### config.mk
export PLATFORM = sky130hd
export DESIGN_NAME = gpio_mask_top
export DESIGN_NICKNAME = d
export VERILOG_FILES = /design/src/gpio_mask_pkg.sv /design/src/gpio_mask_top.sv /design/src/sync_stage.sv
export SDC_FILE = /design/constraint.sdc
export NUM_CORES = 1
export LEC_CHECK = 0
export BUFFER_PORTS_ARGS = -buffer_cell sky130_fd_sc_hd__buf_2
export CAP_MARGIN = 30
export CORE_ASPECT_RATIO = 2
export CORE_UTILIZATION = 23
export DETAILED_ROUTE_END_ITERATION = 10
export PLACE_DENSITY = 0.44
export REMOVE_ABC_BUFFERS = 1
export SLEW_MARGIN = 40
export SYNTH_ARGS = -nofsm -noshare
export SYNTH_HDL_FRONTEND = slang
export SYNTH_SLANG_ARGS = --single-unit
### constraint.sdc
create_clock -name ref_clk -period 4.5 [get_ports ref_clk]
set_input_delay 0.45 -clock ref_clk [delete_from_list [all_inputs] [get_ports ref_clk]]
set_output_delay 0.45 -clock ref_clk [all_outputs]
set_load 0.05 [all_outputs]
### src/gpio_mask_pkg.sv
// Package for the general-purpose pin and clock-mask block.
// Holds register indices, field layout, reset values, timing counts and carriers.
// Assumes a 200 MHz reference clock.
package gpio_mask_pkg;

    // Pin and field sizes
    localparam int PIN_COUNT   = 4;
    localparam int FIELD_WIDTH = 8;
    localparam int MASK_WIDTH  = 16;
    localparam int CLK_OUTS    = 10;

    // Configuration word addresses (byte addresses)
    localparam logic [7:0] ADDR_PIN_CTRL  = 8'h00;
    localparam logic [7:0] ADDR_PIN_INPUT = 8'h04;
    localparam logic [7:0] ADDR_CLK_MASK  = 8'h08;

    // Byte lanes within the pin control word
    localparam int LANE_VALUE_SET   = 0;
    localparam int LANE_VALUE_CLEAR = 1;
    localparam int LANE_DRIVE_SET   = 2;
    localparam int LANE_DRIVE_CLEAR = 3;

    // Reset values
    localparam logic [PIN_COUNT-1:0]  RESET_VALUE = 4'h0;
    localparam logic [PIN_COUNT-1:0]  RESET_DRIVE = 4'h0;
    localparam logic [MASK_WIDTH-1:0] RESET_MASK  = 16'h0000;

    // Mask layout
    localparam int PAIR_SLOTS   = 4;
    localparam int SINGLE_FIRST = 8;
    localparam int SELF_CLK_BIT = 13;

    // Pin roles in and after the shift phase
    localparam int PIN_SHIFT_CLK  = 0;
    localparam int PIN_LOAD_SHIFT = 2;
    localparam int PIN_HALT       = 3;
    localparam logic [PIN_COUNT-1:0] SHIFT_DRIVE = 4'h5;

    // Timing
    localparam int REF_CLK_KHZ    = 200000;
    localparam int SHIFT_MAX_KHZ  = 33000;
    localparam int SHIFT_HALF     = (REF_CLK_KHZ + 2*SHIFT_MAX_KHZ - 1) / (2*SHIFT_MAX_KHZ);
    localparam int SHIFT_PERIOD   = 2 * SHIFT_HALF;
    localparam int LOAD_PERIODS   = 1;
    localparam int TOTAL_PERIODS  = 23;
    localparam int LAST_SHIFT     = LOAD_PERIODS + MASK_WIDTH - 1;

    // Sequencer states, Gray along the path
    typedef enum logic [2:0] {
        SEQ_IDLE   = 3'h0,
        SEQ_LOAD   = 3'h1,
        SEQ_SHIFT  = 3'h3,
        SEQ_SETTLE = 3'h2,
        SEQ_DONE   = 3'h6
    } seq_state_t;

    // Configuration access
    typedef struct packed {
        logic        wr;
        logic        rd;
        logic [7:0]  addr;
        logic [3:0]  be;
        logic [31:0] wdata;
    } cfg_req_t;

    // Transaction forwarding enables
    typedef struct packed {
        logic io;
        logic mem;
        logic master;
    } cmd_en_t;

endpackage

### src/gpio_mask_top.sv
// Four-pin general-purpose port with serial clock-mask loader and halt input.
// Assumes configuration accesses arrive on ref_clk; pins and msk_in are async.
// What this block does
// - Drive-enable set bit turns pin driver on
// - Drive-enable clear bit tristates pin driver
// - Zero bits in set/clear fields change nothing
// - All pins input only after reset
// - Eight-bit fields, low four bits used
// - Input field reads live pin levels always
// - Value set bit stores high output
// - Value clear bit stores low output
// - Output value resets zero, driven when enabled
// - After reset release, start collecting 16-bit mask
// - Hold secondary reset 23 shift periods
// - Pin 0 shift clock at most 33 MHz
// - Pin 2 low one period, then high
// - Mask arrives MSB first, assembled so
// - Pair bits mask outputs 0-3 only both-one
// - Bits 8-12 disable outputs 4-8 singly
// - Bit 13 gates output 9; 14-15 reserved
// - After shift: tristate, ignore input, conditional release
// - Halt input masks io, mem, master enables
// - Command bits unchanged; enables restore when low
// - Halted: drain queued, withhold delayed completions
`timescale 1ns/100ps
`default_nettype none
module gpio_mask_top
    import gpio_mask_pkg::*;
(
    // Clocking and reset
    input  wire  logic                               ref_clk,
    input  wire  logic                               reset,
    input  wire  logic                               ce,
    // Configuration access
    input  wire  gpio_mask_pkg::cfg_req_t            cfg_req,
    output var   logic [31:0]                        cfg_rdata,
    output var   logic                               cfg_rvalid,
    // General-purpose pins
    input  wire  logic [gpio_mask_pkg::PIN_COUNT-1:0] gpio_in,
    output var   logic [gpio_mask_pkg::PIN_COUNT-1:0] gpio_out,
    output var   logic [gpio_mask_pkg::PIN_COUNT-1:0] gpio_oe,
    // Serial mask input
    input  wire  logic                               msk_in,
    // Bridge control inputs
    input  wire  logic                               sec_reset_bit,
    input  wire  logic                               live_insert_mode,
    input  wire  gpio_mask_pkg::cmd_en_t             cmd_written,
    // Results
    output var   gpio_mask_pkg::cmd_en_t             cmd_effective,
    output var   logic                               fwd_halted,
    output var   logic                               cmpl_return_en,
    output var   logic [gpio_mask_pkg::CLK_OUTS-1:0] clk_out_en,
    output var   logic                               sec_rst_n
);
    import gpio_mask_pkg::*;

    // Decode of the mask into clock-output enables
    function automatic logic [CLK_OUTS-1:0] mask_to_enables(input logic [MASK_WIDTH-1:0] m);
        logic [CLK_OUTS-1:0] en;
        en = '0;
        for (int i = 0; i < PAIR_SLOTS; i++) begin
            en[i] = ~(m[2*i] & m[2*i+1]);
        end
        for (int i = PAIR_SLOTS; i < CLK_OUTS - 1; i++) begin
            en[i] = ~m[SINGLE_FIRST + i - PAIR_SLOTS];
        end
        en[CLK_OUTS-1] = ~m[SELF_CLK_BIT];
        return en;
    endfunction

    // Lane write strobe helper
    function automatic logic [PIN_COUNT-1:0] lane_bits(input cfg_req_t r, input int lane);
        lane_bits = r.be[lane] ? r.wdata[lane*FIELD_WIDTH +: PIN_COUNT] : '0;
    endfunction

    // Synchronised pins and serial input
    logic [PIN_COUNT-1:0] pin_sync;
    logic                 msk_sync;

    sync_stage #(.WIDTH(PIN_COUNT)) u_pin_sync (
        .ref_clk  (ref_clk),
        .reset    (reset),
        .ce       (ce),
        .async_in (gpio_in),
        .sync_out (pin_sync)
    );

    sync_stage #(.WIDTH(1)) u_msk_sync (
        .ref_clk  (ref_clk),
        .reset    (reset),
        .ce       (ce),
        .async_in (msk_in),
        .sync_out (msk_sync)
    );

    // State
    seq_state_t            state_q;
    logic [4:0]            period_q;
    logic [2:0]            phase_q;
    logic [PIN_COUNT-1:0]  value_q;
    logic [PIN_COUNT-1:0]  drive_q;
    logic [MASK_WIDTH-1:0] mask_q;
    logic                  halt_d;
    logic                  pins_to_regs;
    logic                  sclk_d;
    logic                  sample_now;
    logic                  wr_ctrl;
    logic                  wr_mask;

    localparam logic [2:0] PHASE_LAST  = 3'(SHIFT_PERIOD - 1);
    localparam logic [2:0] PHASE_HIGH  = 3'(SHIFT_HALF);
    localparam logic [2:0] PHASE_SAMPL = 3'(SHIFT_HALF - 1);
    localparam logic [4:0] PER_LOAD    = 5'(LOAD_PERIODS - 1);
    localparam logic [4:0] PER_SHIFT   = 5'(LAST_SHIFT);
    localparam logic [4:0] PER_TOTAL   = 5'(TOTAL_PERIODS - 1);

    assign wr_ctrl      = cfg_req.wr && cfg_req.addr == ADDR_PIN_CTRL;
    assign wr_mask      = cfg_req.wr && cfg_req.addr == ADDR_CLK_MASK;
    assign pins_to_regs = state_q == SEQ_DONE;
    // Shift clock is high in the second half of each period
    assign sclk_d       = phase_q >= PHASE_HIGH;
    // One sample per period, in the last low cycle before the rising edge
    assign sample_now   = state_q == SEQ_SHIFT && phase_q == PHASE_SAMPL;

    // Period and phase counters; the period is 8 cycles, 25 MHz, under the ceiling
    always_ff @(posedge ref_clk or posedge reset) begin
        if (reset) begin
            phase_q  <= '0;
            period_q <= '0;
        end else if (ce) begin
            if (state_q == SEQ_IDLE || state_q == SEQ_DONE) begin
                phase_q  <= '0;
                period_q <= '0;
            end else if (phase_q == PHASE_LAST) begin
                phase_q  <= '0;
                period_q <= period_q + 5'h01;
            end else begin
                phase_q  <= phase_q + 3'h1;
            end
        end
    end

    // Sequencer: load, sixteen shifts, then settle until period 23 ends
    always_ff @(posedge ref_clk or posedge reset) begin
        if (reset) begin
            state_q <= SEQ_IDLE;
        end else if (ce) begin
            unique case (state_q)
                SEQ_IDLE: begin
                    if (!sec_rst_n) begin
                        state_q <= SEQ_LOAD;
                    end
                end
                SEQ_LOAD: begin
                    if (phase_q == PHASE_LAST && period_q == PER_LOAD) begin
                        state_q <= SEQ_SHIFT;
                    end
                end
                SEQ_SHIFT: begin
                    if (phase_q == PHASE_LAST && period_q == PER_SHIFT) begin
                        state_q <= SEQ_SETTLE;
                    end
                end
                SEQ_SETTLE: begin
                    if (phase_q == PHASE_LAST && period_q == PER_TOTAL) begin
                        state_q <= SEQ_DONE;
                    end
                end
                SEQ_DONE: begin
                    state_q <= SEQ_DONE;
                end
                default: begin
                    state_q <= SEQ_IDLE;
                end
            endcase
        end
    end

    // Clock mask: serial capture during the shift phase, then configuration writes
    always_ff @(posedge ref_clk or posedge reset) begin
        if (reset) begin
            mask_q <= RESET_MASK;
        end else if (ce) begin
            if (sample_now) begin
                mask_q <= {mask_q[MASK_WIDTH-2:0], msk_sync};
            end else if (wr_mask && pins_to_regs) begin
                // Serial input is ignored from here on; only writes change the mask
                if (cfg_req.be[0]) mask_q[7:0]  <= cfg_req.wdata[7:0];
                if (cfg_req.be[1]) mask_q[15:8] <= cfg_req.wdata[15:8];
            end
        end
    end

    // Output value: set and clear by ones, zeros leave bits alone
    always_ff @(posedge ref_clk or posedge reset) begin
        if (reset) begin
            value_q <= RESET_VALUE;
        end else if (ce && wr_ctrl) begin
            value_q <= (value_q | lane_bits(cfg_req, LANE_VALUE_SET))
                       & ~lane_bits(cfg_req, LANE_VALUE_CLEAR);
        end
    end

    // Drive enable: set and clear by ones, all off after reset
    always_ff @(posedge ref_clk or posedge reset) begin
        if (reset) begin
            drive_q <= RESET_DRIVE;
        end else if (ce && wr_ctrl) begin
            drive_q <= (drive_q | lane_bits(cfg_req, LANE_DRIVE_SET))
                       & ~lane_bits(cfg_req, LANE_DRIVE_CLEAR);
        end
    end

    // Pins: borrowed by the loader, tristated after it, then register-driven
    always_ff @(posedge ref_clk or posedge reset) begin
        if (reset) begin
            gpio_out <= '0;
            gpio_oe  <= RESET_DRIVE;
        end else if (ce) begin
            if (state_q == SEQ_LOAD || state_q == SEQ_SHIFT) begin
                gpio_oe                 <= SHIFT_DRIVE;
                gpio_out                <= '0;
                gpio_out[PIN_SHIFT_CLK] <= sclk_d;
                gpio_out[PIN_LOAD_SHIFT] <= state_q == SEQ_SHIFT;
            end else if (pins_to_regs) begin
                gpio_oe  <= drive_q;
                gpio_out <= value_q & drive_q;
            end else begin
                gpio_oe  <= '0;
                gpio_out <= '0;
            end
        end
    end

    // Secondary reset held until the mask is in and the control bit is clear
    always_ff @(posedge ref_clk or posedge reset) begin
        if (reset) begin
            sec_rst_n <= 1'b0;
        end else if (ce) begin
            sec_rst_n <= pins_to_regs && !sec_reset_bit;
        end
    end

    // Clock output enables follow the mask; reserved bits have no effect
    always_ff @(posedge ref_clk or posedge reset) begin
        if (reset) begin
            clk_out_en <= '1;
        end else if (ce) begin
            clk_out_en <= mask_to_enables(mask_q);
        end
    end

    // Halt only when the mode is on and pin 3 is not being driven by us
    assign halt_d = live_insert_mode && pins_to_regs
                    && !drive_q[PIN_HALT] && pin_sync[PIN_HALT];

    // Forwarding enables; the written command bits are never altered here
    always_ff @(posedge ref_clk or posedge reset) begin
        if (reset) begin
            cmd_effective  <= '0;
            fwd_halted     <= 1'b0;
            cmpl_return_en <= 1'b1;
        end else if (ce) begin
            cmd_effective  <= halt_d ? '0 : cmd_written;
            fwd_halted     <= halt_d;
            // Queued posted writes and requests still drain; completions wait
            cmpl_return_en <= !halt_d;
        end
    end

    // Register reads, one cycle after the request; unmapped words read zero
    always_ff @(posedge ref_clk or posedge reset) begin
        if (reset) begin
            cfg_rdata  <= '0;
            cfg_rvalid <= 1'b0;
        end else if (ce) begin
            cfg_rvalid <= cfg_req.rd;
            cfg_rdata  <= '0;
            if (cfg_req.rd) begin
                unique case (cfg_req.addr)
                    ADDR_PIN_CTRL: begin
                        cfg_rdata[LANE_VALUE_SET*FIELD_WIDTH +: PIN_COUNT] <= value_q;
                        cfg_rdata[LANE_DRIVE_SET*FIELD_WIDTH +: PIN_COUNT] <= drive_q;
                    end
                    ADDR_PIN_INPUT: begin
                        cfg_rdata[PIN_COUNT-1:0] <= pin_sync;
                    end
                    ADDR_CLK_MASK: begin
                        cfg_rdata[MASK_WIDTH-1:0] <= mask_q;
                    end
                    default: begin
                        cfg_rdata <= '0;
                    end
                endcase
            end
        end
    end
endmodule // gpio_mask_top
`default_nettype wire

### src/sync_stage.sv
// Two-flop synchroniser for a group of asynchronous levels.
// Assumes the group need not stay coherent across bits.
`timescale 1ns/100ps
`default_nettype none
module sync_stage #(
    parameter int WIDTH = 1
) (
    // Clocking
    input  wire logic             ref_clk,
    input  wire logic             reset,
    input  wire logic             ce,
    // Data
    input  wire logic [WIDTH-1:0] async_in,
    output var  logic [WIDTH-1:0] sync_out
);
    logic [WIDTH-1:0] meta_q;

    // First flop feeds only the second
    always_ff @(posedge ref_clk or posedge reset) begin
        if (reset) begin
            meta_q   <= '0;
            sync_out <= '0;
        end else if (ce) begin
            meta_q   <= async_in;
            sync_out <= meta_q;
        end
    end
endmodule // sync_stage
`default_nettype wire
# Word level (Yosys, flattened, before mapping)

Cells that the tools add are included.

Flip-flop bits (word level): 102
Output and inout bits: 57
Word-level logic and storage cells: 114

$add $sub $neg: 2
Order comparisons: 1
Equal/unequal tests: 14
Multiplexer cells: 26
Bitwise operators: 21
Reductions and logical operators: 28

Operator list:

| cell                                           | number |
|---|---|
| two-way mux 4 bit                              | 9 |
| two-way mux 16 bit                             | 2 |
| two-way mux 3 bit                              | 7 |
| two-way mux 20 bit                             | 1 |
| two-way mux 8 bit                              | 2 |
| one-hot mux 3 bit (5 select lines)             | 1 |
| AND 4 bit                                      | 3 |
| logical AND 1 bit                              | 12 |
| two-way mux 12 bit                             | 1 |
| one-hot mux 4 bit (3 select lines)             | 1 |
| == test 5 bit (second input constant)          | 2 |
| two-way mux 5 bit                              | 2 |
| NOT 1 bit                                      | 10 |
| == test 3 x 2 -> 1 bit (second input constant) | 3 |
| == test 8 x 3 -> 1 bit (second input constant) | 1 |
| == test 8 x 4 -> 1 bit (second input constant) | 1 |
| zero test 8 bit                                | 1 |
| NOT 4 bit                                      | 2 |
| bitwise OR 4 bit                               | 2 |
| nonzero test 2 bit                             | 4 |
| == test 3 bit (second input constant)          | 2 |
| != test 2 bit (second input constant)          | 3 |
| AND reduction 3 bit                            | 2 |
| adder 5 x 1 -> 5 bit (second input constant)   | 1 |
| 11 further kinds                               | 17 |

# Logic depth before layout (Yosys ltp)

Depth after elaboration: 5
Mapped depth: 7

# By module

From an unflattened synthesis, not the netlist that was laid out.

Cell total of the unflattened synthesis: 390
Area, all modules: 4388.0 sq um

By module, submodules not included:

| module                  | times used | cells an instance | area each (sq um) |
|---|---|---|---|
| gpio_mask_top           | 1          | 367               | 3976.3 |
| sync_stage (u_pin_sync) | 1          | 18                | 335.3 |
| sync_stage (u_msk_sync) | 1          | 5                 | 76.3 |

# Least setup slack after synthesis

Ideal clock, no wire load.

Kind: in2reg
Start: input port cfg_req[38] (netlist name)
End: register mask_q[0]
Data arrival time: 1.710 ns
Required time: 4.375 ns
Setup slack: 2.666 ns
Stages on the path: 5
Path buffers: 1
Cells stage by stage: buf_2 -> nor4b_4 -> nand2_2 -> o21ai_4 -> mux2_2

Longest elaborated chain between the ends: 5

Ends and longest elaborated chain:

| element                              | RTL line             | RTL |
|---|---|---|
| start, declared                      | gpio_mask_top.sv:35  | `input wire gpio_mask_pkg::cfg_req_t cfg_req,` |
| == test 8 x 4 -> 1 bit               | gpio_mask_top.sv:118 | `assign wr_mask = cfg_req.wr && cfg_req.addr == ADDR_CLK_MASK;` |
| logical AND 1 bit                    | gpio_mask_top.sv:118 |  |
| logical AND 1 bit                    | gpio_mask_top.sv:186 | `end else if (wr_mask && pins_to_regs) begin` |
| nonzero test 2 bit (no source line)  | -                    |  |
| AND reduction 3 bit (no source line) | -                    |  |
| end signal, assigned                 | gpio_mask_top.sv:185 | `mask_q <= {mask_q[MASK_WIDTH-2:0], msk_sync};` |
| end signal, assigned                 | gpio_mask_top.sv:188 | `if (cfg_req.be[0]) mask_q[7:0] <= cfg_req.wdata[7:0];` |
| end, declared                        | gpio_mask_top.sv:102 | `logic [MASK_WIDTH-1:0] mask_q;` |

Every way passes these cells.
A chain may end at the register's enable or synchronous reset.

==> flow_summary.json <==
{
  "relSlewSlack": 0.4784,
  "grt_pass1_vias": 3191,
  "yosysWarnings": 0,
  "setup.worst_path.start_class": "flop",
  "worstSetupPathType": "flop to flop",
  "synth_ff_type": "dfrtp_1",
  "wire_per_inst_um": 16.85,
  "ir_worst_vdd_mv": 0.2230,
  "drive_above_1_share": 0.4123,
  "critPathSlowestCell": "dfrtp_1",
  "reg2reg_depth": 4,
  "cts-root-buf": "clkbuf_16",
  "async_flop_share": 1.000,
  "fin_crit_ns": 2.160,
  "clk_latency_ns": 0.34,
  "end_kind": "flop",
  "finalWirelength_mm": 10.99,
  "cp_max_fo": 11,
  "start_util": 0.2336,
  "synth_top_area_frac": 0.4782,
  "path_buf_inv": 0,
  "finalNetCount": 499,
  "cts_tree": "yes",
  "clk_pin_slew_ns": 0.07,
  "p_leak_nw": 2.387,
  "vias_per_cell": 4.618,
  "routed-via-count": 3011,
  "portBuffers": 95,
  "cts_inserted_buffers": 9,
  "gp_congestion": 0.7467,
  "std_cell_rows": 69,
  "drv_slew": 0,
  "synth_area_leader_cell": "dfrtp_1",
  "syn_inst": 344,
  "diodes": 0,
  "grt_usage": 0.1234,
  "htreeDepth": 3,
  "hpwlAfterDp_mm": 8.212,
  "synth-seq-area-share": 0.5481,
  "crit_chain": "and3b_1, nand2_2, o21ai_4, mux2_2",
  "cpPeakStageDelay_ns": 0.61,
  "fmax_mhz": 463.0,
  "p_total_mw": 2.345,
  "post-cts-setup-buffers": 0,
  "rsz0062_at_grt": "no",
  "ys_types": 44,
  "setup_viol": 0,
  "reg2reg_to": "mask_q[7]$_DFFE_PP0P_",
  "worstHoldPathType": "primary input to asynchronous set/reset pin",
  "ys_ff_latch": 90,
  "ctsHoldBuffers": 0,
  "rrSetupSlack_ns": 2.34,
  "p_per_area_nw_per_um2": 456.9,
  "overflow": 0,
  "cts_resized": 0,
  "hold_viol": 0,
  "ys_top_cells_by_count": "79 x dfrtp_1, 47 x mux2_2, 21 x a21oi_1",
  "cp_data_required_time_ns": 4.73,
  "syn_avg_cell_area_um2": 12.02,
  "cap_violations": 0,
  "synth.most_common_cell": "dfrtp_1",
  "dieArea_um2": 18550,
  "outcome": "completed",
  "syn_to_final_growth_pct": 24.18,
  "grt_max_degree": 52,
  "cp_top_family": "simple AND/OR/NAND/NOR gates",
  "fin_tns_setup_ns": 0,
  "first_iter_violations": 94,
  "period_share": 0.4800,
  "arrival_ns": 2.39,
  "route.antenna.remaining_nets": 0,
  "fill_cells": 1834,
  "syn_area_um2": 4134,
  "cts_sinks": 90,
  "final_util": 0.2901,
  "grt_pass1_wl_mm": 17.59,
  "remaining_drc_errors": 0,
  "antenna_found_initial": 0,
  "netlist_top_cells_area": "dfrtp_1 48%, mux2_2 13%, dfstp_2 7.0%",
  "first_pass_iters": 3,
  "io-pin-count": 116,
  "clock_skew_ns": 0.01069,
  "synth_edf_count": 0,
  "fp.dieH_um": 191.6,
  "place_area_um2": 4762,
  "stdcell_area_um2": 5134,
  "die_w_um": 96.80,
  "core_area_um2": 17700,
  "clockBufferDepth": 2,
  "tightest_slew_ns": 0.7764
}
-- stage by stage --
step,cells,setup slack (ns),hold WS (ns)
detailed placement,636,2.151,0.4699
CTS,652,2.329,0.1378
global placement,636,2.146,0.4660
floorplan,325,1.733,0.4232
global route,652,2.195,0.1483
finish,652,2.340,0.1213
-- worst max-delay path by stage --
stage	from	to	slack (ns)	cells after the start
after floorplan	reset	asynchronous set/reset pin	1.73	1
after global placement	ce	cfg_rdata[16]$_DFFE_PP0P_	2.15	5
after detailed placement	ce	cfg_rdata[16]$_DFFE_PP0P_	2.15	5
after CTS	flop	mask_q[7]$_DFFE_PP0P_	2.33	4
after global routing	flop	mask_q[0]$_DFFE_PP0P_	2.19	4
final	flop	mask_q[7]$_DFFE_PP0P_	2.34	4
-- final cells by class --
type | instances | area [um2] | share of cell area
clock buffer | 9 | 225.2 | 0.04387
clock inverter | 7 | 146.4 | 0.02852
inverter | 13 | 53.80 | 0.01048
multi-input combinational | 222 | 1678 | 0.3268
sequential | 90 | 2266 | 0.4414
tap | 213 | 266.5 | 0.05191
timing repair buffer | 98 | 498.0 | 0.09700
-- worst register-to-register path: stages, from the launching register on --
cell and delay [ns]:
dfrtp_1 0.61, and3b_1 0.52, nand2_2 0.18, o21ai_4 0.35, mux2_2 0.39
-- logic make-up (layout without fill, tap and decap cells) --
logic type	Yosys count	after routing	synth area share
AOI/OAI and AO/OA	88	88	0.1474
xor gates and xnor gates	1	1	0.002119
adders and majority gates	6	6	0.01816
buffers and inverters	43	127	0.05599
DFF	90	90	0.5481
muxes	50	50	0.1368
other	1	12	0.0009071
and+or+nand+nor	65	65	0.09050
-- state kept, by name, summed over array words and instances, names as in the netlist, 2 cells and up, named ones only --
register,count
mask_q,16
clk_out_en,10
state_q,2
gpio_oe,4
u_pin_sync.meta_q,4
period_q,5
u_pin_sync.sync_out,4
cmd_effective,3
gpio_out,4
phase_q,3
cfg_rdata,20
drive_q,4
value_q,4
-- layer usage --
metal / GRT usage / routed length (um)
met1: 0.1346 / 4231
met5: 0 / 0
met2: 0.2251 / 6028
met4: 0.05798 / 284
met3: 0.02693 / 442
-- cells in the final DEF (no fill, tap or decap), drive strengths merged, types with 7 or more instances in the layout --
cell and instances:
dfrtp 79, mux2 49, inv 15, a31oi 14
a21oi 21, buf 98, nor2 13, nand3 9
o2bb2ai 9, conb 12, dfstp 11, a22o 17
o21ai 15, clkbuf 9, nand4 7, nand2 17
-- where the power goes --
group          switching [mW]  leakage [nW]  internal, mW  total (mW)
logic                   0.242          1.06         0.157       0.398
registers              0.0969          1.15         0.914        1.01
clock network           0.331         0.181         0.605       0.936
total                   0.670          2.39          1.68        2.35
Note: power is estimated with default switching activity, not from simulation.
